## src/hw/ddr_read_map.vh

```
`ifndef DDR_READ_MAP_VH
`define DDR_READ_MAP_VH

// command code on {ras_n, cas_n, we_n} while cs_n is low
`define CMD_ACTIVATE 3'h3
`define CMD_READ 3'h5
`define CMD_PRECHARGE 3'h2
`define CMD_WRITE 3'h4

// field positions on the address pins
`define PRE_SEL_BIT 10
`define COL_LSB 0

// burst lengths in data elements
`define BURST_SHORT 4'h4
`define BURST_LONG 4'h8

// read_to_precharge_time floor, in link clocks
`define RTP_FLOOR 5'h02
// default read_to_precharge_time, in link clocks
`define RTP_TICKS_DEF 5'h02

// depth of the queue of reads still waiting out their latency
`define RD_QDEPTH 4

// reset values
`define TICK_RST 8'h00
`define PIN_RST 1'b0
`define STRB_RST 1'b0

`endif

```

## src/hw/link_sampler.v

```verilog
// two-flop synchroniser for a pin group, with edge detection on bit 0
module link_sampler #(
  parameter W = 22
) (
  input wire clk,
  input wire reset_n,
  input wire [W-1:0] pin_in,
  output wire [W-1:0] pin_sync,
  output wire rise,
  output wire fall
);
  reg [W-1:0] meta_q;
  reg [W-1:0] sync_q;
  reg last_q;

  always @(posedge clk)
  begin
    if (!reset_n)
    begin
      meta_q <= {W{1'b0}};
      sync_q <= {W{1'b0}};
      last_q <= 1'b0;
    end
    else
    begin
      meta_q <= pin_in;
      sync_q <= meta_q;
      last_q <= sync_q[0];
    end
  end

  assign pin_sync = sync_q;
  assign rise = sync_q[0] & ~last_q;
  assign fall = ~sync_q[0] & last_q;
endmodule

```

## src/hw/read_buffer.v

```verilog
// two-entry buffer; in_ready falls only when both entries hold words
module read_buffer #(
  parameter W = 9
) (
  input wire clk,
  input wire reset_n,
  input wire in_valid,
  output wire in_ready,
  input wire [W-1:0] in_data,
  output wire out_valid,
  input wire out_ready,
  output wire [W-1:0] out_data
);
  reg [W-1:0] mem_q [0:1];
  reg rd_q;
  reg wr_q;
  reg [1:0] cnt_q;
  wire push;
  wire pop;

  assign in_ready = (cnt_q != 2'h2);
  assign out_valid = (cnt_q != 2'h0);
  assign out_data = mem_q[rd_q];
  assign push = in_valid & in_ready;
  assign pop = out_valid & out_ready;

  always @(posedge clk)
  begin
    if (!reset_n)
    begin
      rd_q <= 1'b0;
      wr_q <= 1'b0;
      cnt_q <= 2'h0;
    end
    else
    begin
      if (push)
      begin
        mem_q[wr_q] <= in_data;
        wr_q <= ~wr_q;
      end
      if (pop)
        rd_q <= ~rd_q;
      if (push & ~pop)
        cnt_q <= cnt_q + 2'h1;
      else if (pop & ~push)
        cnt_q <= cnt_q - 2'h1;
    end
  end
endmodule

```

## src/hw/ddr_read_path.v

```verilog
// How it works
// - read carries bank, column and auto precharge choice; precharge closes row after burst
// - first element appears read_latency = additive_latency + cas_latency clocks after read
// - each further element follows at the next rising or falling clock edge
// - strobe driven with data; preamble holds strobe low, complement high
// - strobe low, complement high with the last element as postamble
// - data and strobe pins released when burst ends with nothing following
// - eight-element burst truncated by any read that falls due while it runs, on any element
// - interrupting read may use any bank and either precharge choice
// - random reads across open pages and banks run at full speed while fewer than 4 earlier reads still wait out their latency
// - precharge_select_address_bit high on a read selects auto precharge
// - auto precharge at additive_latency + burst_length/2, pushed out until rtp is met
`include "ddr_read_map.vh"

module ddr_read_path #(
  parameter DQ_W = 8,
  parameter RTP_TICKS = `RTP_TICKS_DEF
) (
  input wire clk,
  input wire reset_n,
  input wire ck,
  input wire clock_complement,
  input wire cs_n,
  input wire ras_n,
  input wire cas_n,
  input wire we_n,
  input wire [2:0] ba,
  input wire [13:0] addr,
  input wire [DQ_W-1:0] dq_i,
  output wire [DQ_W-1:0] dq_o,
  output wire dq_oe,
  input wire dqs_i,
  output wire dqs_o,
  output wire dqs_n_o,
  output wire dqs_oe,
  input wire [2:0] additive_latency,
  input wire [2:0] cas_latency,
  input wire burst_length_8,
  input wire drive_stall,
  input wire load_we,
  input wire [5:0] load_addr,
  input wire [DQ_W-1:0] load_data,
  output wire [7:0] bank_open,
  output wire read_err,
  output wire burst_active
);
  localparam PW = 23;
  localparam QD = `RD_QDEPTH;

  // storage behind the pins: 8 banks of 8 columns
  reg [DQ_W-1:0] mem [0:63];

  wire [PW-1:0] pins_s;
  wire ck_rise;
  wire ck_fall;
  wire [2:0] cmd_s;
  wire [2:0] ba_s;
  wire [13:0] addr_s;
  wire cmd_ok;
  wire is_read;
  wire is_act;
  wire is_pre;

  // clock_complement rides along only for symmetry; ck alone marks edges
  link_sampler #(.W(PW)) u_sampler (
    .clk(clk),
    .reset_n(reset_n),
    .pin_in({clock_complement, addr, ba, we_n, cas_n, ras_n, cs_n, ck}),
    .pin_sync(pins_s),
    .rise(ck_rise),
    .fall(ck_fall)
  );

  assign cmd_s = {pins_s[2], pins_s[3], pins_s[4]};
  assign ba_s = pins_s[7:5];
  assign addr_s = pins_s[21:8];
  assign cmd_ok = ck_rise & ~pins_s[1];
  assign is_read = cmd_ok & (cmd_s == `CMD_READ);
  assign is_act = cmd_ok & (cmd_s == `CMD_ACTIVATE);
  assign is_pre = cmd_ok & (cmd_s == `CMD_PRECHARGE);

  // sequential wrap inside the burst
  function [2:0] burst_col;
    input [2:0] col;
    input [2:0] beat;
    input long;
    begin
      if (long)
        burst_col = col + beat;
      else
        burst_col = {col[2], col[1:0] + beat[1:0]};
    end
  endfunction

  reg [7:0] tick_q;
  reg [7:0] q_start [0:QD-1];
  reg [2:0] q_bank [0:QD-1];
  reg [2:0] q_col [0:QD-1];
  reg [1:0] q_rd_q;
  reg [1:0] q_wr_q;
  reg [2:0] q_cnt_q;
  reg [3:0] left_q;
  reg [2:0] beat_q;
  reg [2:0] bank_q;
  reg [2:0] col_q;
  reg st_valid_q;
  reg [DQ_W:0] st_data_q;
  reg [DQ_W-1:0] dq_q;
  reg dqs_q;
  reg oe_q;
  reg err_q;
  reg [7:0] open_q;
  reg edge_d1_q;
  reg edge_d2_q;

  wire [7:0] read_start;
  wire q_full;
  wire q_due;
  wire q_next_due;
  wire [3:0] burst_len;
  wire [3:0] eff_left;
  wire [2:0] eff_beat;
  wire [2:0] eff_bank;
  wire [2:0] eff_col;
  wire edge_ev;
  wire st_free;
  wire emit;
  wire buf_in_ready;
  wire buf_out_valid;
  wire [DQ_W:0] buf_out_data;
  wire [2:0] emit_col;
  wire pin_ready;

  assign read_start = tick_q + {5'h00, additive_latency} + {5'h00, cas_latency};
  assign q_full = (q_cnt_q == QD[2:0]);
  assign q_due = (q_cnt_q != 3'h0) & (q_start[q_rd_q] == tick_q);
  assign q_next_due = (q_cnt_q != 3'h0) & (q_start[q_rd_q] == tick_q + 8'h01);
  assign burst_len = burst_length_8 ? `BURST_LONG : `BURST_SHORT;

  // a read falling due replaces whatever burst is running, which is how a
  // long burst gets cut at whatever element it has reached
  assign eff_left = (ck_rise & q_due) ? burst_len : left_q;
  assign eff_beat = (ck_rise & q_due) ? 3'h0 : beat_q;
  assign eff_bank = (ck_rise & q_due) ? q_bank[q_rd_q] : bank_q;
  assign eff_col = (ck_rise & q_due) ? q_col[q_rd_q] : col_q;

  assign edge_ev = ck_rise | ck_fall;
  assign st_free = ~st_valid_q | buf_in_ready;
  // a stalled buffer holds the burst back rather than dropping a word
  assign emit = edge_ev & (eff_left != 4'h0) & st_free;
  assign emit_col = burst_col(eff_col, eff_beat, burst_length_8);
  // the pin side takes one word per link edge, two clocks after it, so a
  // drained backlog keeps the half-period spacing instead of bunching up
  assign pin_ready = ~drive_stall & edge_d2_q;

  always @(posedge clk)
  begin
    if (load_we)
      mem[load_addr] <= load_data;
  end

  always @(posedge clk)
  begin
    if (!reset_n)
    begin
      tick_q <= `TICK_RST;
      q_rd_q <= 2'h0;
      q_wr_q <= 2'h0;
      q_cnt_q <= 3'h0;
      left_q <= 4'h0;
      beat_q <= 3'h0;
      bank_q <= 3'h0;
      col_q <= 3'h0;
      st_valid_q <= 1'b0;
      st_data_q <= {(DQ_W+1){1'b0}};
      err_q <= 1'b0;
      edge_d1_q <= 1'b0;
      edge_d2_q <= 1'b0;
    end
    else
    begin
      if (ck_rise)
        tick_q <= tick_q + 8'h01;
      if (is_read & ~q_full)
      begin
        q_start[q_wr_q] <= read_start;
        q_bank[q_wr_q] <= ba_s;
        q_col[q_wr_q] <= addr_s[`COL_LSB+2:`COL_LSB];
        q_wr_q <= q_wr_q + 2'h1;
      end
      if (ck_rise & q_due)
        q_rd_q <= q_rd_q + 2'h1;
      if ((is_read & ~q_full) & ~(ck_rise & q_due))
        q_cnt_q <= q_cnt_q + 3'h1;
      else if (~(is_read & ~q_full) & (ck_rise & q_due))
        q_cnt_q <= q_cnt_q - 3'h1;
      // a burst loaded now keeps its place even if this edge is stalled
      if (ck_rise & q_due)
      begin
        left_q <= burst_len;
        beat_q <= 3'h0;
        bank_q <= q_bank[q_rd_q];
        col_q <= q_col[q_rd_q];
      end
      if (emit)
      begin
        left_q <= eff_left - 4'h1;
        beat_q <= eff_beat + 3'h1;
        // strobe follows beat parity, not the link edge, so a stalled burst
        // still alternates and its odd last beat carries the low postamble
        st_data_q <= {~eff_beat[0], mem[{eff_bank, emit_col}]};
        st_valid_q <= 1'b1;
      end
      else if (buf_in_ready)
        st_valid_q <= 1'b0;
      err_q <= is_read & (q_full | ~open_q[ba_s]);
      edge_d1_q <= edge_ev;
      edge_d2_q <= edge_d1_q;
    end
  end

  read_buffer #(.W(DQ_W+1)) u_buffer (
    .clk(clk),
    .reset_n(reset_n),
    .in_valid(st_valid_q),
    .in_ready(buf_in_ready),
    .in_data(st_data_q),
    .out_valid(buf_out_valid),
    .out_ready(pin_ready),
    .out_data(buf_out_data)
  );

  // pin side: drivers turn on for the preamble clock and off only on a
  // rising edge that neither continues a burst nor starts a preamble
  always @(posedge clk)
  begin
    if (!reset_n)
    begin
      dq_q <= {DQ_W{`PIN_RST}};
      dqs_q <= `STRB_RST;
      oe_q <= 1'b0;
    end
    else
    begin
      if (buf_out_valid & pin_ready)
      begin
        dq_q <= buf_out_data[DQ_W-1:0];
        dqs_q <= buf_out_data[DQ_W];
      end
      if (ck_rise)
      begin
        // words still queued after a stall keep the drivers on
        if ((eff_left != 4'h0) | st_valid_q | buf_out_valid)
          oe_q <= 1'b1;
        else if (q_next_due)
        begin
          oe_q <= 1'b1;
          dqs_q <= 1'b0;
        end
        else
          oe_q <= 1'b0;
      end
    end
  end

  // bank rows: activate opens, precharge or a finished auto precharge closes
  wire [4:0] ap_delay;
  wire [4:0] rtp_eff;
  assign rtp_eff = (RTP_TICKS[4:0] > `RTP_FLOOR) ? RTP_TICKS[4:0] : `RTP_FLOOR;
  // additive_latency + burst_length/2 - 2 + max(rtp, 2)
  assign ap_delay = {2'h0, additive_latency} + {2'h0, burst_len[3:1]} - 5'h02
    + rtp_eff;

  genvar gi;
  generate
    for (gi = 0; gi < 8; gi = gi + 1)
    begin : g_bank
      reg [4:0] ap_cnt_q;
      always @(posedge clk)
      begin
        if (!reset_n)
        begin
          open_q[gi] <= 1'b0;
          ap_cnt_q <= 5'h00;
        end
        else if (ck_rise)
        begin
          if (is_act & (ba_s == gi))
            open_q[gi] <= 1'b1;
          else if (is_pre & ((ba_s == gi) | addr_s[`PRE_SEL_BIT]))
          begin
            open_q[gi] <= 1'b0;
            ap_cnt_q <= 5'h00;
          end
          else if (is_read & (ba_s == gi) & addr_s[`PRE_SEL_BIT])
            ap_cnt_q <= ap_delay;
          else if (ap_cnt_q != 5'h00)
          begin
            ap_cnt_q <= ap_cnt_q - 5'h01;
            if (ap_cnt_q == 5'h01)
              open_q[gi] <= 1'b0;
          end
        end
      end
    end
  endgenerate

  assign dq_o = dq_q;
  assign dq_oe = oe_q;
  assign dqs_o = dqs_q;
  assign dqs_n_o = ~dqs_q;
  assign dqs_oe = oe_q;
  assign bank_open = open_q;
  assign read_err = err_q;
  assign burst_active = (left_q != 4'h0);
endmodule

```

## config.mk

```make
export PLATFORM = sky130hd
export DESIGN_NAME = ddr_read_path
export DESIGN_NICKNAME = d
export VERILOG_FILES = /design/src/hw/link_sampler.v /design/src/hw/read_buffer.v /design/src/hw/ddr_read_path.v
export VERILOG_INCLUDE_DIRS = /design/src /design/src/hw
export SDC_FILE = /design/constraint.sdc
export NUM_CORES = 1
export LEC_CHECK = 0
export BUFFER_PORTS_ARGS = -buffer_cell sky130_fd_sc_hd__buf_2
export CAP_MARGIN = 20
export CORE_MARGIN = 4
export CORE_UTILIZATION = 56
export DETAILED_ROUTE_END_ITERATION = 16
export GPL_TIMING_DRIVEN = 0
export PLACE_DENSITY = 0.76
export SETUP_SLACK_MARGIN = 0.02
export SLEW_MARGIN = 10
export SYNTH_ARGS = -nofsm -noshare
export SYNTH_HDL_FRONTEND = slang
export SYNTH_SLANG_ARGS = --single-unit
```

## constraint.sdc

```tcl
create_clock -name clk -period 5 [get_ports clk]
set_input_delay 1 -clock clk [delete_from_list [all_inputs] [get_ports clk]]
set_output_delay 1 -clock clk [all_outputs]
set_load 0.02 [all_outputs]
```

==> After elaboration in Yosys (flattened, before gate mapping) <==
Memories as Yosys holds them, arrays and structs flattened. A register that Yosys moved wholly into a read port is not among the register bits.
Cells that the tools add are included.
{ "classes": {"n_addsub": 24, "multipliers": 0, "magnitude_cmp": 1, "muxes": 102, "n_div": 0, "shift": 0, "bitwise_logic": 88, "n_reduce_logical": 57, "n_eq_ne": 30} }
{ "op_table": {"columns": ["operator", "count"], "rows": [
  ["5-bit 2-to-1 mux", 24],
  ["3-bit nonzero test", 25],
  ["1-bit 2-to-1 mux", 59],
  ["1-bit AND", 52],
  ["5-bit by 1-bit equality test with 1-bit output, second input constant", 8],
  ["5-bit nonzero test", 8],
  ["5-bit by 1-bit subtractor with 5-bit output, second input constant", 8],
  ["4-bit AND reduction", 8],
  ["3-bit != test, second input constant", 8],
  ["3-bit AND reduction", 8],
  ["1-bit NOT", 23],
  ["3-bit 2-to-1 mux", 7],
  ["3-bit equality test, second input constant", 6],
  ["8-bit by 3-bit adder with 8-bit output", 2],
  ["8-bit equality test", 2],
  ["2-bit 2-to-1 mux", 8],
  ["1-bit OR", 13],
  ["3-bit by 2-bit equality test with 1-bit output, second input constant", 4],
  ["4-bit 2-to-1 mux", 3],
  ["8-bit by 1-bit adder with 8-bit output, second input constant", 1],
  ["2-bit nonzero test", 4],
  ["4-bit nonzero test", 2],
  ["2-bit by 1-bit adder with 2-bit output, second input constant", 3],
  ["3-bit by 1-bit adder with 3-bit output, second input constant", 2],
  ["other kinds (14)", 14]
]} }
{ "word_totals": {"in_bits": 57, "out_inout_bits": 22, "ramBits": 586, "latch_bits": 0, "mem_bits_ro": 0, "memories": 5, "regBits": 142} }
{ "memory_table": {"columns": ["name", "words", "width", "rd", "rd_ports_with_merged_regs", "wr", "line_no", "source"], "rows": [
  ["mem", 64, 8, 1, 1, 1, "ddr_read_path.v:51", "reg [DQ_W-1:0] mem [0:63];"],
  ["q_start", 4, 8, 1, 1, 1, "ddr_read_path.v:96", "reg [7:0] q_start [0:QD-1];"],
  ["u_buffer.mem_q", 2, 9, 1, 1, 1, "read_buffer.v:14", "reg [W-1:0] mem_q [0:1];"],
  ["q_bank", 4, 3, 1, 1, 1, "ddr_read_path.v:97", "reg [2:0] q_bank [0:QD-1];"],
  ["q_col", 4, 3, 1, 1, 1, "ddr_read_path.v:98", "reg [2:0] q_col [0:QD-1];"]
]} }

==> Longest topological paths before layout <==
{ "logic_depth": {"ltp_word": 9, "depth_mapped": 21} }

==> By module <==
From an unflattened synthesis, not the netlist that was laid out.
{ "hier_totals": {"cells_unflattened": 1980, "hier_area_um2": 30389.1} }
{ "modules_own_cells": {"columns": ["module", "instances", "cells_each", "area_each_um2", "seq_area_each_um2"], "rows": [
  ["ddr_read_path", 1, 1824, 28214.6, 19078.3],
  ["link_sampler", 1, 101, 1297.5, 940.9],
  ["read_buffer", 1, 55, 877.1, 640.6]
]} }

==> Worst setup path after synthesis <==
OpenSTA, ideal clock, no wires.
{ "synth_path": {"kind": "reg-to-reg", "start": "register (tool-made name)", "end": "register st_data_q[7] (read register of mem)", "arrival_time_ps": 4679, "synth_period_minus_slack_ps": 4802, "path_buffers": 6, "setup_slack_ps": 198, "setup_ps": 123, "path_stages_with_launch": 18, "cell_sequence": "dfxtp_1 buf_6 buf_12 mux4_2 xnor2_2 and3_1 nand3_4 buf_2 mux2_2 ha_1 buf_2 buf_1 clkbuf_1 mux4_2 o21ai_0 nand3_1 nand4_1 o211ai_2"} }
{ "synth_lines": {"columns": ["element", "line_no", "source"], "rows": [
  ["end, declared", "ddr_read_path.v:107", "reg [DQ_W:0] st_data_q;"]
]} }

==> flow_metrics.py <==
metrics = {
    "logic_synthesis": {
        "syn-mean-instance-area_um2": 15.5,
        "post_synth_net_total": 2024,
        "share_of_the_synthesized_area_in_the_top_cell_type": 0.591,
        "synth_top_area_cell": "edfxtp_1",
        "post-synth-top-count-cell": "edfxtp_1",
        "ys_types": 71,
        "netlist_instances": 1921,
        "async_flop_share": 0,
        "synth_seq_cells": 717,
        "dominantRegCellSynth": "edfxtp_1",
        "synth.cells.most_frequent": "edfxtp_1, nor2_1, mux4_2",
        "synth_enable_flop_cells": 586,
        "synth.yosys.warnings": 0,
        "largest_cells_by_area_after_synthesis": "edfxtp_1, mux4_2, dfxtp_1",
        "seq_total_area_yosys": 0.679,
        "netlist_area_um2": 29800,
    },
    "sta": {
        "timing.fmax_mhz": 207,
        "worst-slew-pin-transition_ns": 0.999,
        "final-hold-violation-count": 0,
        "period_minus_ws_final_ns": 4.83,
        "postLayoutSetupSlackWorst_ns": 0.169,
        "totalNegativeSetupSlack_ns": 0,
        "grt_setup_unrepaired": "no",
        "clock-skew-final_ns": 0.0256,
        "fin_crit_sh": 0.966,
        "slew_violations": 0,
        "fin_hold_ws_ns": 0.433,
        "relSlewSlack": 0.315,
        "setup_violations": 0,
    },
    "placed_design": {
        "dp.cells": 2664,
        "gp_routability_congestion": 0.941,
        "detailedPlacementHpwl_um": 45000,
        "place_worst_setup_slack_ns": -1.71,
        "port_buffers": 52,
    },
    "power": {
        "p_per_area_nw_per_um2": 352,
        "leakage_uw": 0.0110,
        "vdd_ir_drop_max_uv": 363,
        "power_frac_seq": 0.554,
        "power.share.switching": 0.210,
        "p_sw_uw": 2460,
        "comb_power_share": 0.023,
        "power_frac_clock": 0.424,
        "internal_power_uw": 9290,
    },
    "worst_setup_path": {
        "r2r.worst_path.cells": 17,
        "endpoint": "st_data_q[2]",
        "critical_path_class": "reg -> reg",
        "rr_endpoint": "st_data_q[2]",
        "cp-start-kind": "register",
        "critical_path.max_fanout": 12,
        "cp.required_ns": 5.50,
        "critical_path_arrival_ns": 5.34,
        "setup.reg_to_reg.worst_slack_ns": 0.17,
        "critical_path.endpoint_type": "register",
    },
    "clocking": {
        "clk_transition_reported_paths_ns": 0.06,
        "cts_num_sinks": 717,
        "cts_inserted_buffers": 71,
        "clkLatencyLatePin_ns": 0.63,
        "maximum_root_to_sink_buffer_count": 3,
        "cts_tree": "built",
        "cts_root_buffer": "clkbuf_16",
        "htree_levels": 3,
    },
    "detailed_routing": {
        "route.detailed.vias_per_inst": 6.33,
        "detailroute.wirelength.met3_um": 6600,
        "drt-met1-wl_um": 26400,
        "post_drt_wl_per_cell_um": 25.0,
        "drtPass1Iterations": 6,
        "remaining_drc_errors": 0,
        "via_count": 17700,
        "first_iter_violations": 1937,
        "routed_wl_um": 70100,
        "met2_wl_post_dr_um": 34100,
        "antenna_left": 0,
        "top_layer": "met5",
    },
    "finish": {
        "syn_to_final_growth_pct": 12.2,
        "fin_cells": 2801,
        "layout.nets": 2164,
        "n_antenna_cell": 0,
        "filler_cell_count": 3617,
        "drive_gt1_frac": 0.187,
    },
    "global_routing": {
        "overall_global_routing_usage": 0.248,
        "initial_antenna_violation_count": 1,
        "globalRouteOverflowTotal": 0,
        "grt_pass1_wl_um": 107000,
        "maximum_number_of_pins_on_one_net_before_global_route_repair": 65,
        "grt_pass1_vias": 17500,
    },
    "floorplanning": {
        "core_region_area_um2": 52600,
        "core.rowCount": 84,
        "dieWidth_um": 239,
        "initial_core_util": 0.566,
        "die_height_um": 239,
        "top_level_ports": 79,
        "dieArea_um2": 56900,
    },
    "worst_hold_path": {
        "worst_hold_path_type": "reg -> reg",
    },
    "run": {
        "cap_viol_max_count": 0,
    },
    "status": {
        "status": "completed",
    },
}
[worst min-delay path by stage]
stage / start / endpoint / slack [ns] / cells past startpoint
2_1_floorplan: edge_d1_q / edge_d2_q / 0.41 / 1
3_3_place_gp: u_sampler.meta_q[18] / u_sampler.pin_sync[18] / 0.42 / 1
3_5_place_dp: u_sampler.meta_q[7] / u_sampler.pin_sync[7] / 0.42 / 1
4_1_cts: u_sampler.meta_q[7] / u_sampler.pin_sync[7] / 0.44 / 1
5_1_grt: u_sampler.meta_q[18] / u_sampler.pin_sync[18] / 0.44 / 1
6_report: u_sampler.meta_q[7] / u_sampler.pin_sync[7] / 0.43 / 1
[cell families (layout without fill, tap and decap cells)]
logic type,count (synthesis),count (layout),share of synthesized area
XOR/XNOR,42,42,0.0134
flip-flops,717,717,0.679
multiplexers,183,183,0.124
AND/OR/NAND/NOR,554,554,0.0911
buffers and inverters,144,336,0.0203
AO/OA/AOI/OAI,235,235,0.0508
adder cells (fa/ha/maj),46,46,0.0211
[power groups by stage]
stage          logic [µW]  registers [µW]  clock network (µW)
3_5_place_dp          257            6640                   0
3_3_place_gp          245            6630                   0
6_report              267            6510                4980
4_1_cts               259            6510                5030
5_1_grt               286            6500                5290
2_1_floorplan         105            6630                   0
[worst max-delay path, cell delays in order (launching register included)]
cell and delay [ns]:
dfxtp_1 0.32, buf_6 0.14, buf_12 0.15, mux4_2 0.59, xnor2_4 0.22, and4_2 0.30
nand3_4 0.17, mux2_2 0.28, ha_1 0.14, inv_1 0.06, fa_2 0.63, clkbuf_4 0.29
clkbuf_2 0.36, mux4_2 0.37, o21ai_0 0.11, nand3_1 0.17, nand4_1 0.28, o211ai_1 0.12
[per-layer routing]
metal,global-route usage,vias to the layer above
met5,0,-
met3,0.0526,199
met1,0.337,8878
met2,0.399,964
li1,-,7686
met4,0.0985,2
[sequential cells by signal, summed over array words and instances, names as in the netlist, 2 cells and up, named ones only]
name                flops
u_buffer.mem_q         18
q_bank                 12
left_q                  4
q_col                  12
u_sampler.meta_q       12
u_sampler.pin_sync     12
col_q                   3
dq_o                    8
g_bank.ap_cnt_q        40
bank_q                  3
bank_open               8
q_cnt_q                 3
beat_q                  3
tick_q                  8
mem                   512
st_data_q               9
u_buffer.cnt_q          2
q_rd_q                  2
q_start                32
q_wr_q                  2
[layout make-up]
cell class                 count  area, µm²  area share
multi-input combinational   1060       8970       0.269
inverter                      43        161     0.00483
clock inverter                38        274     0.00821
clock buffer                  87       1870      0.0559
tap                          688        861      0.0258
timing repair buffer          68        440      0.0132
sequential                   717      20200       0.606
buffer                       100        593      0.0178
[timing repair]
| item | in CTS | in global routing |
|---|---|---|
| pin swaps | 1 | 1 |
| endpoints found under the setup margin | 8 | 8 |
| buffers inserted | 0 | 10 |
| hold buffers | 0 | 0 |
| resized for setup | 74 | 9 |
[placed cells by master, fill, tap and decap left out, types with 38 or more instances in the layout]
cell / n
o21ai_0: 57
buf_2: 59
mux4_2: 137
ha_1: 39
nand2_1: 119
clkbuf_16: 72
nor2_1: 191
a21oi_1: 60
dfxtp_1: 131
nand3_1: 64
clkbuf_1: 63
edfxtp_1: 586
inv_1: 43
and2_1: 38
[metrics by stage]
step | area (µm²) | total power, µW | utilization
2_1_floorplan | 29800 | 6730 | -
3_3_place_gp | 30900 | 6880 | 0.588
3_5_place_dp | 30900 | 6890 | 0.588
4_1_cts | 33200 | 11800 | 0.632
5_1_grt | 33400 | 12100 | 0.635
6_report | 33400 | 11800 | 0.635
Note: power is estimated with default switching activity, not from simulation.
